File: config.mk
export PLATFORM = sky130hd
export DESIGN_NAME = rsq_top
export DESIGN_NICKNAME = d
export VERILOG_FILES = /design/src/rsq_pkg.sv /design/src/rsq_top.sv
export SDC_FILE = /design/constraint.sdc
export NUM_CORES = 1
export LEC_CHECK = 0
export BUFFER_PORTS_ARGS = -buffer_cell sky130_fd_sc_hd__buf_2
export CAP_MARGIN = 20
export CORE_ASPECT_RATIO = 2
export CORE_UTILIZATION = 30
export DETAILED_ROUTE_END_ITERATION = 7
export SYNTH_ARGS = -nofsm -noshare
export SYNTH_HDL_FRONTEND = slang
export SYNTH_SLANG_ARGS = --single-unit
File: constraint.sdc
create_clock -name CLK -period 1.6 [get_ports CLK]
set_input_delay 0.08 -clock CLK [delete_from_list [all_inputs] [get_ports CLK]]
set_output_delay 0.08 -clock CLK [all_outputs]
set_load 0.005 [all_outputs]
File: src/rsq_pkg.sv
// Constants, register map and strap layout for the reset and strap sequencer
package rsq_pkg;
  // AXI4-Lite register map (byte addresses)
  localparam int RSQ_AXI_AW = 4;
  localparam int RSQ_DATA_W = 32;
  localparam logic [RSQ_AXI_AW-1:0] RSQ_OFS_CTRL = 4'h0;
  localparam logic [RSQ_AXI_AW-1:0] RSQ_OFS_PORT = 4'h4;
  localparam logic [RSQ_AXI_AW-1:0] RSQ_OFS_STAT = 4'h8;
  localparam logic [1:0] RSQ_RESP_OKAY = 2'h0;
  localparam logic [1:0] RSQ_RESP_SLVERR = 2'h2;

  // Control register fields
  localparam int RSQ_CTRL_HALT = 0;
  localparam int RSQ_CTRL_HOT = 1;
  // Port register fields: select in low byte, soft reset level in next byte
  localparam int RSQ_PORT_SEL_LSB = 0;
  localparam int RSQ_PORT_SOFT_LSB = 8;
  localparam int RSQ_MAX_PORTS = 8;
  // Status register fields
  localparam int RSQ_STAT_VEC_LSB = 0;
  localparam int RSQ_STAT_HALTED = 16;
  localparam int RSQ_STAT_AUX_DONE = 17;
  localparam int RSQ_STAT_L2_EN = 18;
  localparam int RSQ_STAT_AUX_EARLY = 19;
  localparam int RSQ_STAT_IN_RESET = 20;
  localparam int RSQ_STAT_MODE_RSVD = 21;

  // Boot configuration vector layout
  localparam int RSQ_VEC_W = 11;
  localparam int RSQ_V_CCDS = 0;
  localparam int RSQ_V_CCUS = 1;
  localparam int RSQ_V_SLOW = 2;
  localparam int RSQ_V_HALT = 3;
  localparam int RSQ_V_MODE_LSB = 4;
  localparam int RSQ_V_REFCLK = 7;
  localparam int RSQ_V_ADDR_LSB = 8;
  // Defaults: both common-clock straps set, all else clear
  localparam logic [RSQ_VEC_W-1:0] RSQ_VEC_DEFAULT = 11'h003;

  typedef enum logic [2:0] {
    RSQ_MODE_NORMAL = 3'h0,
    RSQ_MODE_EEPROM = 3'h1
  } rsq_mode_t;

  // Aux power disable timing, in reference clock cycles
  localparam int RSQ_APD_LOW_CYC = 8;
  localparam int RSQ_APD_SAMPLE_CYC = 256;
  localparam int RSQ_APD_CNT_W = 9;

  // Reference clock and master management bus rates
  localparam int RSQ_REF_SLOW_KHZ = 100000;
  localparam int RSQ_REF_FAST_KHZ = 125000;
  localparam int RSQ_BUS_SLOW_KHZ = 100;
  localparam int RSQ_BUS_FAST_KHZ = 400;
  localparam int RSQ_DIV_W = 16;
  localparam logic [7:0] RSQ_REF_SLOW_MHZ = 8'h64;
  localparam logic [7:0] RSQ_REF_FAST_MHZ = 8'h7d;
endpackage : rsq_pkg

File: src/rsq_top.sv
// Reset, boot strap capture and aux power timing for a multi-port switch
//
// The AXI4-Lite register port and the placing of the registers are this design's own decisions.
`timescale 1ns/1ps
module rsq_top
  import rsq_pkg::*;
#(
  parameter int NUM_PORTS = 4
) (
  input wire logic CLK,
  input wire logic NRST,
  input wire logic FUNDAMENTAL_RESET_N,
  input wire logic COMMON_CLOCK_DOWNSTREAM,
  input wire logic COMMON_CLOCK_UPSTREAM,
  input wire logic MASTER_BUS_SLOW_MODE,
  input wire logic RESET_HALT,
  input wire logic [2:0] SWITCH_OPERATING_MODE,
  input wire logic REFCLK_FREQ_SELECT,
  input wire logic [2:0] EEPROM_BUS_ADDRESS,
  input wire logic AUX_POWER_DISABLE_N,
  input wire logic HOT_RESET_IN,
  output logic CORE_RESET_N,
  output logic [NUM_PORTS-1:0] PORT_RESET_N,
  output logic [NUM_PORTS-1:0] PORT_SOFT_RESET_OUT,
  output logic HOT_RESET_OUT,
  output logic CFG_COMMON_CLK_DS,
  output logic CFG_COMMON_CLK_US,
  output logic [rsq_pkg::RSQ_DIV_W-1:0] MASTER_BUS_DIV,
  output logic [7:0] REFCLK_MHZ,
  output logic EEPROM_LOAD_EN,
  output logic [2:0] EEPROM_ADDR,
  output logic L2_ENABLE,
  output logic AUX_SUPPLY_EN,
  input wire logic [rsq_pkg::RSQ_AXI_AW-1:0] S_AXI_AWADDR,
  input wire logic S_AXI_AWVALID,
  output logic S_AXI_AWREADY,
  input wire logic [rsq_pkg::RSQ_DATA_W-1:0] S_AXI_WDATA,
  input wire logic [3:0] S_AXI_WSTRB,
  input wire logic S_AXI_WVALID,
  output logic S_AXI_WREADY,
  output logic [1:0] S_AXI_BRESP,
  output logic S_AXI_BVALID,
  input wire logic S_AXI_BREADY,
  input wire logic [rsq_pkg::RSQ_AXI_AW-1:0] S_AXI_ARADDR,
  input wire logic S_AXI_ARVALID,
  output logic S_AXI_ARREADY,
  output logic [rsq_pkg::RSQ_DATA_W-1:0] S_AXI_RDATA,
  output logic [1:0] S_AXI_RRESP,
  output logic S_AXI_RVALID,
  input wire logic S_AXI_RREADY
);
  import rsq_pkg::*;

  if (NUM_PORTS < 1 || NUM_PORTS > RSQ_MAX_PORTS) begin : g_bad_ports
    $error("NUM_PORTS must be 1 to 8");
  end
  // Pin synchronisers, first stage feeds only the second; straps reset to defaults
  localparam int SW = RSQ_VEC_W + 3;
  logic [SW-1:0] pin_meta;
  logic [SW-1:0] pin_sync;
  wire [SW-1:0] pin_raw = {HOT_RESET_IN, AUX_POWER_DISABLE_N, FUNDAMENTAL_RESET_N,
    EEPROM_BUS_ADDRESS, REFCLK_FREQ_SELECT, SWITCH_OPERATING_MODE, RESET_HALT,
    MASTER_BUS_SLOW_MODE, COMMON_CLOCK_UPSTREAM, COMMON_CLOCK_DOWNSTREAM};
  always_ff @(posedge CLK or negedge NRST) begin
    if (!NRST) begin
      pin_meta <= SW'(RSQ_VEC_DEFAULT);
      pin_sync <= SW'(RSQ_VEC_DEFAULT);
    end else begin
      pin_meta <= pin_raw;
      pin_sync <= pin_meta;
    end
  end
  // Raw pin levels are kept: a switch that is on reads as 0
  wire [RSQ_VEC_W-1:0] strap_s = pin_sync[RSQ_VEC_W-1:0];
  wire fund_n = pin_sync[RSQ_VEC_W];
  wire apd_n = pin_sync[RSQ_VEC_W+1];
  wire hot_in = pin_sync[RSQ_VEC_W+2];
  logic fund_q;
  wire rel_pulse = fund_n & ~fund_q;
  // Straps tracked during reset, frozen at its release
  logic [RSQ_VEC_W-1:0] samp;
  logic [RSQ_VEC_W-1:0] vec;
  always_ff @(posedge CLK or negedge NRST) begin
    if (!NRST) begin
      fund_q <= 1'b0;
      samp <= RSQ_VEC_DEFAULT;
      vec <= RSQ_VEC_DEFAULT;
    end else begin
      fund_q <= fund_n;
      if (!fund_n) samp <= strap_s;
      if (rel_pulse) vec <= samp;
    end
  end

  // Decoded operating parameters
  localparam logic [RSQ_DIV_W-1:0] DIV_SS = RSQ_DIV_W'(RSQ_REF_SLOW_KHZ / RSQ_BUS_SLOW_KHZ);
  localparam logic [RSQ_DIV_W-1:0] DIV_SF = RSQ_DIV_W'(RSQ_REF_SLOW_KHZ / RSQ_BUS_FAST_KHZ);
  localparam logic [RSQ_DIV_W-1:0] DIV_FS = RSQ_DIV_W'(RSQ_REF_FAST_KHZ / RSQ_BUS_SLOW_KHZ);
  localparam logic [RSQ_DIV_W-1:0] DIV_FF = RSQ_DIV_W'(RSQ_REF_FAST_KHZ / RSQ_BUS_FAST_KHZ);
  wire v_slow = vec[RSQ_V_SLOW];
  wire v_fast_ref = vec[RSQ_V_REFCLK];
  wire [2:0] v_mode = vec[RSQ_V_MODE_LSB +: 3];
  wire mode_rsvd = (v_mode != RSQ_MODE_NORMAL) && (v_mode != RSQ_MODE_EEPROM);
  wire [RSQ_DIV_W-1:0] div_sel = v_fast_ref ? (v_slow ? DIV_FS : DIV_FF)
                                            : (v_slow ? DIV_SS : DIV_SF);
  assign CFG_COMMON_CLK_DS = vec[RSQ_V_CCDS];
  assign CFG_COMMON_CLK_US = vec[RSQ_V_CCUS];
  assign MASTER_BUS_DIV = div_sel;
  assign REFCLK_MHZ = v_fast_ref ? RSQ_REF_FAST_MHZ : RSQ_REF_SLOW_MHZ;
  assign EEPROM_LOAD_EN = (v_mode == RSQ_MODE_EEPROM);
  assign EEPROM_ADDR = vec[RSQ_V_ADDR_LSB +: 3];
  // Aux power disable timing; NRST only, so later fundamental resets cannot disturb it
  logic apd_run;
  logic apd_done;
  logic apd_early;
  logic l2_en;
  logic [RSQ_APD_CNT_W-1:0] apd_cnt;
  localparam logic [RSQ_APD_CNT_W-1:0] APD_LAST = RSQ_APD_CNT_W'(RSQ_APD_SAMPLE_CYC - 1);
  localparam logic [RSQ_APD_CNT_W-1:0] APD_LOW = RSQ_APD_CNT_W'(RSQ_APD_LOW_CYC);
  wire apd_hit = apd_run && !apd_done && (apd_cnt == APD_LAST);
  always_ff @(posedge CLK or negedge NRST) begin
    if (!NRST) begin
      apd_run <= 1'b0;
      apd_done <= 1'b0;
      apd_early <= 1'b0;
      l2_en <= 1'b0;
      apd_cnt <= '0;
    end else begin
      if (rel_pulse) apd_run <= 1'b1;
      // Count includes the release cycle, so apd_cnt is cycles since release
      if ((apd_run || rel_pulse) && !apd_done) apd_cnt <= apd_cnt + 1'b1;
      // Board released the strap too early; reported, not acted on
      if (apd_run && apd_cnt < APD_LOW && apd_n) apd_early <= 1'b1;
      if (apd_hit) begin
        apd_done <= 1'b1;
        l2_en <= apd_n;
      end
    end
  end
  assign L2_ENABLE = l2_en;
  // Aux supply unused until the strap is known inactive
  assign AUX_SUPPLY_EN = apd_done && l2_en;
  // AXI4-Lite slave: address and data taken in either order
  logic aw_got;
  logic w_got;
  logic [RSQ_AXI_AW-1:0] aw_addr;
  logic [RSQ_DATA_W-1:0] w_data;
  logic [3:0] w_strb;
  logic bvalid;
  logic [1:0] bresp;
  logic rvalid;
  logic [1:0] rresp;
  logic [RSQ_DATA_W-1:0] rdata;
  assign S_AXI_AWREADY = !aw_got && !bvalid;
  assign S_AXI_WREADY = !w_got && !bvalid;
  assign S_AXI_BVALID = bvalid;
  assign S_AXI_BRESP = bresp;
  assign S_AXI_ARREADY = !rvalid;
  assign S_AXI_RVALID = rvalid;
  assign S_AXI_RRESP = rresp;
  assign S_AXI_RDATA = rdata;
  wire wr_go = aw_got && w_got && !bvalid;
  wire wr_ctrl = wr_go && aw_addr[RSQ_AXI_AW-1:2] == RSQ_OFS_CTRL[RSQ_AXI_AW-1:2];
  wire wr_port = wr_go && aw_addr[RSQ_AXI_AW-1:2] == RSQ_OFS_PORT[RSQ_AXI_AW-1:2];
  wire wr_stat = wr_go && aw_addr[RSQ_AXI_AW-1:2] == RSQ_OFS_STAT[RSQ_AXI_AW-1:2];
  wire wr_bad = wr_go && !wr_ctrl && !wr_port && !wr_stat;
  wire ar_go = S_AXI_ARVALID && !rvalid;
  // Control state
  logic halt;
  logic hot_q;
  logic core_n;
  logic [RSQ_MAX_PORTS-1:0] port_sel;
  logic [RSQ_MAX_PORTS-1:0] port_soft;
  wire sw_halt_wr = wr_ctrl && w_strb[0];
  wire sw_hot = sw_halt_wr && w_data[RSQ_CTRL_HOT];
  always_ff @(posedge CLK or negedge NRST) begin
    if (!NRST) begin
      aw_got <= 1'b0;
      w_got <= 1'b0;
      aw_addr <= '0;
      w_data <= '0;
      w_strb <= '0;
      bvalid <= 1'b0;
      bresp <= RSQ_RESP_OKAY;
    end else begin
      if (S_AXI_AWVALID && S_AXI_AWREADY) begin
        aw_got <= 1'b1;
        aw_addr <= S_AXI_AWADDR;
      end
      if (S_AXI_WVALID && S_AXI_WREADY) begin
        w_got <= 1'b1;
        w_data <= S_AXI_WDATA;
        w_strb <= S_AXI_WSTRB;
      end
      if (wr_go) begin
        aw_got <= 1'b0;
        w_got <= 1'b0;
        bvalid <= 1'b1;
        bresp <= wr_bad ? RSQ_RESP_SLVERR : RSQ_RESP_OKAY;
      end else if (bvalid && S_AXI_BREADY) begin
        bvalid <= 1'b0;
      end
    end
  end

  always_ff @(posedge CLK or negedge NRST) begin
    if (!NRST) begin
      halt <= 1'b0;
      port_sel <= '0;
      port_soft <= '0;
    end else begin
      // Strap load at release wins over a software write in the same cycle
      if (rel_pulse) halt <= samp[RSQ_V_HALT];
      else if (sw_halt_wr) halt <= w_data[RSQ_CTRL_HALT];
      if (wr_port && w_strb[0]) port_sel <= w_data[RSQ_PORT_SEL_LSB +: RSQ_MAX_PORTS];
      if (wr_port && w_strb[1]) port_soft <= w_data[RSQ_PORT_SOFT_LSB +: RSQ_MAX_PORTS];
    end
  end

  // Core held in reset during fundamental reset and while halted; bus stays live
  always_ff @(posedge CLK or negedge NRST) begin
    if (!NRST) begin
      core_n <= 1'b0;
      hot_q <= 1'b0;
    end else begin
      core_n <= fund_n && !rel_pulse && !halt;
      hot_q <= hot_in || sw_hot;
    end
  end
  assign CORE_RESET_N = core_n;
  assign HOT_RESET_OUT = hot_q;
  // Downstream reset source per port; fundamental reset after NRST
  for (genvar i = 0; i < NUM_PORTS; i++) begin : g_port
    assign PORT_SOFT_RESET_OUT[i] = port_soft[i];
    assign PORT_RESET_N[i] = port_sel[i] ? !port_soft[i] : fund_n;
  end
  // Read path
  logic [RSQ_DATA_W-1:0] stat_word;
  always_comb begin
    stat_word = '0;
    stat_word[RSQ_STAT_VEC_LSB +: RSQ_VEC_W] = vec;
    stat_word[RSQ_STAT_HALTED] = halt;
    stat_word[RSQ_STAT_AUX_DONE] = apd_done;
    stat_word[RSQ_STAT_L2_EN] = l2_en;
    stat_word[RSQ_STAT_AUX_EARLY] = apd_early;
    stat_word[RSQ_STAT_IN_RESET] = !core_n;
    stat_word[RSQ_STAT_MODE_RSVD] = mode_rsvd;
  end
  wire [RSQ_AXI_AW-3:0] ar_idx = S_AXI_ARADDR[RSQ_AXI_AW-1:2];
  wire rd_ctrl = ar_idx == RSQ_OFS_CTRL[RSQ_AXI_AW-1:2];
  wire rd_port = ar_idx == RSQ_OFS_PORT[RSQ_AXI_AW-1:2];
  wire rd_stat = ar_idx == RSQ_OFS_STAT[RSQ_AXI_AW-1:2];
  wire [RSQ_DATA_W-1:0] ctrl_word = RSQ_DATA_W'(halt) << RSQ_CTRL_HALT;
  wire [RSQ_DATA_W-1:0] port_word = (RSQ_DATA_W'(port_sel) << RSQ_PORT_SEL_LSB)
                                  | (RSQ_DATA_W'(port_soft) << RSQ_PORT_SOFT_LSB);
  wire [RSQ_DATA_W-1:0] rd_mux = rd_ctrl ? ctrl_word : rd_port ? port_word
                               : rd_stat ? stat_word : '0;
  always_ff @(posedge CLK or negedge NRST) begin
    if (!NRST) begin
      rvalid <= 1'b0;
      rresp <= RSQ_RESP_OKAY;
      rdata <= '0;
    end else if (ar_go) begin
      rvalid <= 1'b1;
      rdata <= rd_mux;
      rresp <= (rd_ctrl || rd_port || rd_stat) ? RSQ_RESP_OKAY : RSQ_RESP_SLVERR;
    end else if (rvalid && S_AXI_RREADY) begin
      rvalid <= 1'b0;
    end
  end

  // Checks
  property p_samp_track;
    @(posedge CLK) disable iff (!NRST) !fund_n |=> samp == $past(strap_s);
  endproperty
  a_samp_track: assert property (p_samp_track) else $error("strap not sampled");
  property p_vec_hold;
    @(posedge CLK) disable iff (!NRST) (fund_n && fund_q) |=> $stable(vec);
  endproperty
  a_vec_hold: assert property (p_vec_hold) else $error("strap vector moved");
  property p_halt_core;
    @(posedge CLK) disable iff (!NRST) halt |=> !CORE_RESET_N;
  endproperty
  a_halt_core: assert property (p_halt_core) else $error("core ran while halted");
  property p_halt_load;
    @(posedge CLK) disable iff (!NRST) rel_pulse |=> halt == $past(samp[RSQ_V_HALT]);
  endproperty
  a_halt_load: assert property (p_halt_load) else $error("halt strap not loaded");
  property p_halt_exit;
    @(posedge CLK) disable iff (!NRST)
      (sw_halt_wr && !w_data[RSQ_CTRL_HALT] && !rel_pulse) ##1 (fund_n && !halt)
      |=> CORE_RESET_N;
  endproperty
  a_halt_exit: assert property (p_halt_exit) else $error("halt not left");
  property p_aux_sample;
    @(posedge CLK) disable iff (!NRST) apd_hit |=> apd_done && L2_ENABLE == $past(apd_n);
  endproperty
  a_aux_sample: assert property (p_aux_sample) else $error("aux strap sample");
  property p_aux_keep;
    @(posedge CLK) disable iff (!NRST) apd_done |=> $stable(L2_ENABLE) && apd_done;
  endproperty
  a_aux_keep: assert property (p_aux_keep) else $error("aux level changed");
  property p_aux_use;
    @(posedge CLK) disable iff (!NRST) !L2_ENABLE |-> !AUX_SUPPLY_EN;
  endproperty
  a_aux_use: assert property (p_aux_use) else $error("aux used while disabled");
  property p_bus_div;
    @(posedge CLK) disable iff (!NRST)
      (!v_slow && !v_fast_ref) |-> MASTER_BUS_DIV == DIV_SF && EEPROM_ADDR == vec[10:8];
  endproperty
  a_bus_div: assert property (p_bus_div) else $error("bus divider wrong");
  property p_port_mux;
    @(posedge CLK) disable iff (!NRST)
      !port_sel[0] |-> PORT_RESET_N[0] == fund_n;
  endproperty
  a_port_mux: assert property (p_port_mux) else $error("port reset source");
  property p_hot;
    @(posedge CLK) disable iff (!NRST) sw_hot |=> HOT_RESET_OUT;
  endproperty
  a_hot: assert property (p_hot) else $error("hot reset not sent");
endmodule : rsq_top

## Yosys cells after proc, flatten, opt, wreduce, memory -nomap -nowiden

Index checks and enable logic that the tools add are counted.

- Register bits after elaboration: 145
- Input bits: 65

- $add $sub $neg: 1
- Magnitude comparators: 1
- Equal/unequal tests: 7
- Multiplexer cells: 23
- Bitwise operators: 3
- Reduce and logical (&&, ||, !) cells: 55

Operators by type and width:

| cell | count |
|---|---|
| two-way mux 22 bit | 3 |
| logical AND 1 bit | 28 |
| two-way mux 11 bit | 2 |
| OR 8 x 16 -> 16 bit | 1 |
| zero test 1 bit | 15 |
| two-way mux 1 bit | 14 |
| two-way mux 10 bit | 1 |
| nonzero test 2 bit | 5 |
| adder 9 x 1 -> 9 bit (second input constant) | 1 |
| == test 9 x 8 -> 1 bit (second input constant) | 1 |
| < comparator 9 x 4 -> 1 bit (second input constant) | 1 |
| two-way mux 5 bit | 1 |
| == test 2 x 1 -> 1 bit (second input constant) | 2 |
| == test 2 bit (second input constant) | 2 |
| zero test 2 bit | 2 |
| logical OR 1 bit | 4 |
| two-way mux 2 bit | 2 |
| == test 3 x 1 -> 1 bit (second input constant) | 1 |
| inequality test 3 x 1 -> 1 bit (second input constant) | 1 |
| nonzero test 3 bit | 1 |
| AND 1 bit | 1 |
| inverter 1 bit | 1 |

## Longest topological paths before layout

- Depth in word-level cells: 8
- Depth in mapped cells: 6
- Mapped depth without buffers: 6

## Worst setup path before layout

Ideal clock, no wire load.

- Kind: register to register
- From: register bvalid, in the netlist S_AXI_BVALID
- To: register w_data[10]
- Setup time: 0.125 ns
- Arrival: 1.269 ns
- Data required time: 1.475 ns
- Path slack: 0.206 ns
- Stages on the path, launching flop included: 6
- Period minus slack after synthesis: 1.394 ns
- Cells stage by stage: dfrtp_1 > nor2_2 > and2_4 > buf_6 > buf_12 > mux2_4

- Cells in the longest elaborated chain, start to end: 3

Ends and longest elaborated chain:

| element | RTL line | RTL |
|---|---|---|
| from (decl) | rsq_top.sv:149 | `logic bvalid;` |
| from (signal assigned) | rsq_top.sv:183 | `bvalid <= 1'b0;` |
| from (signal assigned) | rsq_top.sv:198 | `bvalid <= 1'b1;` |
| from (signal assigned) | rsq_top.sv:201 | `bvalid <= 1'b0;` |
| zero test 1 bit | rsq_top.sv:155 | `assign S_AXI_WREADY = !w_got && !bvalid;` |
| logical AND 1 bit | rsq_top.sv:155 |  |
| via S_AXI_WREADY | rsq_top.sv:40 | `output logic S_AXI_WREADY,` |
| logical AND 1 bit | rsq_top.sv:190 | `if (S_AXI_WVALID && S_AXI_WREADY) begin` |
| to (signal assigned) | rsq_top.sv:181 | `w_data <= '0;` |
| to (signal assigned) | rsq_top.sv:192 | `w_data <= S_AXI_WDATA;` |
| to (decl) | rsq_top.sv:147 | `logic [RSQ_DATA_W-1:0] w_data;` |

The timed path passes the listed nets, and every way through them passes these cells.
A chain may end at the register's enable or synchronous reset.

## Worst setup path after layout

- From: register vec[7]
- To: output MASTER_BUS_DIV[4] (netlist bit)

- Cells in the longest elaborated chain, start to end: 1

Ends and longest elaborated chain:

| element | RTL line | RTL |
|---|---|---|
| from (decl) | rsq_top.sv:82 | `logic [RSQ_VEC_W-1:0] vec;` |
| from (signal assigned) | rsq_top.sv:91 | `if (rel_pulse) vec <= samp;` |
| two-way mux 11 bit | rsq_top.sv:104 | `wire [RSQ_DIV_W-1:0] div_sel = v_fast_ref ? (v_slow ? DIV_FS : DIV_FF)` |
| to (decl) | rsq_top.sv:28 | `output logic [rsq_pkg::RSQ_DIV_W-1:0] MASTER_BUS_DIV,` |

Every way passes these cells.

==> impl_results.html <==
<table>
<tr><th>Metric</th><th>Value</th></tr>
<tr><th colspan="2">Status</th></tr>
<tr><td>Outcome</td><td>finished clean</td></tr>
<tr><th colspan="2">Pwr</th></tr>
<tr><td>Clock share of power</td><td>about 36%</td></tr>
<tr><td>Switching power</td><td>roughly 3 mW</td></tr>
<tr><td>Switching share of total power</td><td>27.2%</td></tr>
<tr><td>IR drop worst, VDD</td><td>0.000730 V</td></tr>
<tr><td>Combinational fraction of design power</td><td>20.0%</td></tr>
<tr><td>Cell-internal power</td><td>8.03 mW</td></tr>
<tr><td>Leakage</td><td>approximately 3.3 nW</td></tr>
<tr><td>Pwr dens</td><td>1580 nW/um2</td></tr>
<tr><td>Total power</td><td>roughly 11 mW</td></tr>
<tr><td>Sequential cell fraction of total power</td><td>44.4%</td></tr>
<tr><th colspan="2">Clocking</th></tr>
<tr><td>H-Tree Level Count</td><td>4</td></tr>
<tr><td>Skew-Pair Late Insertion Delay</td><td>around 0.4 ns</td></tr>
<tr><td>Clock Sink Count</td><td>131</td></tr>
<tr><td>CTS tree</td><td>yes</td></tr>
<tr><td>Number of buffers added by the clock tree synthesis step</td><td>17</td></tr>
<tr><td>Maximum count of clock buffers along a single path</td><td>2</td></tr>
<tr><td>Clock Pin Slew Worst Setup and Hold Paths</td><td>0.05 ns</td></tr>
<tr><td>Root cell of the clock tree</td><td>clkbuf_16</td></tr>
<tr><th colspan="2">Worst setup path</th></tr>
<tr><td>Required arrival time at the worst endpoint</td><td>approximately 1.5 ns</td></tr>
<tr><td>Critical path's slowest cell</td><td>dfrtp_2</td></tr>
<tr><td>Type of the worst setup path</td><td>reg -&gt; out</td></tr>
<tr><td>Worst setup SP type</td><td>flip-flop</td></tr>
<tr><td>Setup crit end kind</td><td>output pin</td></tr>
<tr><td>Arrival time at the worst endpoint</td><td>around 1.4 ns</td></tr>
<tr><td>Ordered list of cells on the worst path</td><td>inv_2 -&gt; ha_1 -&gt; or2_2 -&gt; buf_2</td></tr>
<tr><td>CP max FO</td><td>4</td></tr>
<tr><td>Max stage delay on crit path</td><td>0.39 ns</td></tr>
<tr><th colspan="2">Route</th></tr>
<tr><td>DRT iter0 DRCs</td><td>76</td></tr>
<tr><td>Vias per cell</td><td>4.33</td></tr>
<tr><td>Via count</td><td>3268</td></tr>
<tr><td>DRC errors left</td><td>0</td></tr>
<tr><td>Total routed wirelength</td><td>roughly 11000 um</td></tr>
<tr><td>DR pass1 iterations</td><td>5</td></tr>
<tr><td>Detailed-route wire length per cell</td><td>14.8 um</td></tr>
<tr><td>Post-route antenna net violation count</td><td>0</td></tr>
<tr><th colspan="2">Synth</th></tr>
<tr><td>Count of state elements after synthesis</td><td>131</td></tr>
<tr><td>Synthesized cell area</td><td>approximately 5300 um2</td></tr>
<tr><td>Primary FF master, synth</td><td>dfrtp_1</td></tr>
<tr><td>Post-synthesis area per instance</td><td>about 14 um2</td></tr>
<tr><td>Ranking of synthesized cells by area</td><td>dfrtp_1 (58%), mux2_2 (10%), buf_4 (5.1%)</td></tr>
<tr><td>Number of synthesized flops with an enable pin</td><td>0</td></tr>
<tr><td>Proportion of synthesized chip area in sequential cells</td><td>62.3%</td></tr>
<tr><td>Count of mapped cells out of synthesis</td><td>376</td></tr>
<tr><td>Async set or reset register ratio after synthesis</td><td>100%</td></tr>
<tr><td>Distinct cells, synth</td><td>44</td></tr>
<tr><td>Synth Warn #</td><td>0</td></tr>
<tr><td>Top-area cell type share of the netlist area</td><td>58.3%</td></tr>
<tr><td>Leading area contributor after synthesis</td><td>dfrtp_1</td></tr>
<tr><th colspan="2">Final layout</th></tr>
<tr><td>Area Overhead vs Synth</td><td>32.4%</td></tr>
<tr><td>Number of nets at the end of the flow</td><td>603</td></tr>
<tr><td>Final core utilization</td><td>around two fifths</td></tr>
<tr><td>Final instance area</td><td>roughly 7000 um2</td></tr>
<tr><td>Fill cells</td><td>1650</td></tr>
<tr><td>Fraction of final layout cells with drive strength greater than 1</td><td>42.4%</td></tr>
<tr><th colspan="2">Global routing</th></tr>
<tr><td>Initial antenna violation count</td><td>1</td></tr>
<tr><td>Busiest layer in global routing</td><td>met2</td></tr>
<tr><td>First-pass GRT wire length</td><td>18300 um</td></tr>
<tr><td>Largest net degree at the start of global routing</td><td>52</td></tr>
<tr><td>Global routing met1 resource utilization</td><td>14.0%</td></tr>
<tr><td>Met3 track demand over resource in global routing</td><td>2.96%</td></tr>
<tr><td>Met2 routing resource usage after global routing</td><td>24.8%</td></tr>
<tr><td>Overall track demand over capacity in global routing</td><td>13.6%</td></tr>
<tr><td>Via count of the first global-routing pass</td><td>3546</td></tr>
<tr><td>Leftover overflow at the end of global routing</td><td>0</td></tr>
<tr><th colspan="2">Timing</th></tr>
<tr><td>Hold Vio Cnt, Final</td><td>0</td></tr>
<tr><td>Setup TNS</td><td>0 ns</td></tr>
<tr><td>Slew Viols, Final</td><td>0</td></tr>
<tr><td>Clock tree skew after final layout</td><td>approximately 0.0059 ns</td></tr>
<tr><td>Tcrit/Tclk final</td><td>95.2%</td></tr>
<tr><td>Clock period minus final worst setup slack</td><td>1.52 ns</td></tr>
<tr><td>Total of endpoints with negative setup slack in the final report</td><td>0</td></tr>
<tr><td>FMAX</td><td>656 MHz</td></tr>
<tr><td>Unrepaired setup endpoints after global routing</td><td>no</td></tr>
<tr><td>Worst hold slack across all endpoints</td><td>0.0343 ns</td></tr>
<tr><th colspan="2">Min path</th></tr>
<tr><td>Hold crit path type</td><td>in -&gt; reg</td></tr>
<tr><th colspan="2">Floorplan</th></tr>
<tr><td>Count of standard-cell rows</td><td>68</td></tr>
<tr><td>Die boundary height</td><td>roughly 190 um</td></tr>
<tr><td># IOs</td><td>148</td></tr>
<tr><td>Horizontal die dimension</td><td>95.8 um</td></tr>
<tr><td>Core Area</td><td>17300 um2</td></tr>
<tr><td>Area enclosed by the die boundary</td><td>18200 um2</td></tr>
<tr><td>Effective utilization at floorplan</td><td>a little under a third</td></tr>
<tr><th colspan="2">Job</th></tr>
<tr><td>Number of maximum-capacitance constraint violations</td><td>0</td></tr>
<tr><th colspan="2">Placement</th></tr>
<tr><td>Dpl hpwl</td><td>around 8400 um</td></tr>
<tr><td>PortBufs</td><td>100</td></tr>
<tr><td>Gp weighted congestion</td><td>0.706</td></tr>
<tr><td>Area post-placement</td><td>5900 um2</td></tr>
</table>
timing repair:
action                                  CTS  global route
hold buffers                             39             0
endpoints found under the setup margin    4             4
buffers inserted                          2             5
pin swaps                                 0             0
endpoints found under the hold margin    89             0
gates resized for setup                   2             6
final cells by class:
type / count / area, um2 / area share (%)
sequential: 131 / 3290 / 47.1
tap: 210 / 263 / 3.76
clock buffer: 20 / 457 / 6.54
timing repair buffer: 160 / 1080 / 15.5
clock inverter: 12 / 156 / 2.24
antenna: 1 / 2.50 / 0.0358
inverter: 14 / 56.3 / 0.806
multi-input combinational: 206 / 1680 / 24.1
flip-flops by register name (all words and copies together) (netlist names), 2 cells and up:
signal and count:
pin_meta 14, S_AXI_RDATA 22, aw_addr 2, w_strb 2
apd_cnt 9, samp 11, port_soft 8, pin_sync 14
port_sel 8, w_data 16, vec 11
routing by layer:
layer | wire length [um] | share of wire (%)
met1 | 4080 | 37
met2 | 6350 | 57
met3 | 361 | 3.2
met4 | 356 | 3.2
met5 | 0 | 0
worst max-delay path, delay by kind of cell (launching register included):
kind | cells | cell delay [ns]
flip-flops | 1 | 0.39
adder cells (fa/ha/maj) | 1 | 0.19
AND/OR/NAND/NOR | 1 | 0.28
buffers and inverters | 2 | 0.19
final timing paths:
kind / startpoint / to / slack (ns) / depth (start not counted)
max in group asynchronous: NRST / apd_cnt[2] / 0.79 / 3
min in group asynchronous: NRST / pin_meta[5] / 0.18 / 2
hold / removal: S_AXI_AWVALID / aw_got / 0.03 / 3
setup reg to reg: apd_cnt[3] / L2_ENABLE / 0.14 / 6
hold reg to reg: pin_meta[8] / pin_sync[8] / 0.34 / 0
setup / recovery: vec[7] / MASTER_BUS_DIV[4] / 0.08 / 4
cells in the mapped netlist (8+ instances only):
| cell | n |
|---|---|
| a22o_1 | 10 |
| a22oi_1 | 10 |
| buf_4 | 36 |
| dfrtp_1 | 123 |
| dfstp_2 | 8 |
| ha_1 | 8 |
| inv_1 | 14 |
| mux2_2 | 48 |
| mux2_4 | 9 |
| nand2_1 | 21 |
| o21ai_0 | 22 |
cell families (layout without fill, tap and decap cells):
logic type	count (synthesis)	after routing	synth area share [%]
AOI/OAI and AO/OA	56	56	7.42
adders and majority gates	8	8	1.90
xor gates and xnor gates	7	7	1.16
DFF	131	131	62.3
other	2	26	0.142
and+or+nand+nor	47	47	5.50
muxes	63	63	13.9
buffers and inverters	62	206	7.59
power groups by stage:
stage / combinational, mW / sequential [mW] / clock (mW)
6_report: 2.21 / 4.90 / 3.92
5_1_grt: 2.46 / 5.03 / 4.19
4_1_cts: 2.22 / 4.91 / 4.04
3_5_place_dp: 2.11 / 4.97 / 0
3_3_place_gp: 2.03 / 4.92 / 0
2_1_floorplan: 1.57 / 4.71 / 0
through the flow:
| stage | cells | setup WS (ns) |
|---|---|---|
| after floorplan | 399 | 0.206 |
| after global placement | 675 | 0.171 |
| after detailed placement | 675 | 0.139 |
| after CTS | 748 | 0.0306 |
| after global routing | 754 | 0.00419 |
| final | 754 | 0.0766 |
cells in the final DEF, fill, tap and decap left out, types with 10 or more instances in the layout:
cell,netlist,layout
dfrtp_1,123,122
dlygate4sd3_1,0,39
conb_1,2,25
a22oi_1,10,10
buf_2,7,99
mux2_2,48,48
nand2_1,21,21
o21ai_0,22,22
a22o_1,10,10
inv_1,14,12
buf_4,36,19
clkbuf_16,0,17
Power figures use the tool's default switching activity.
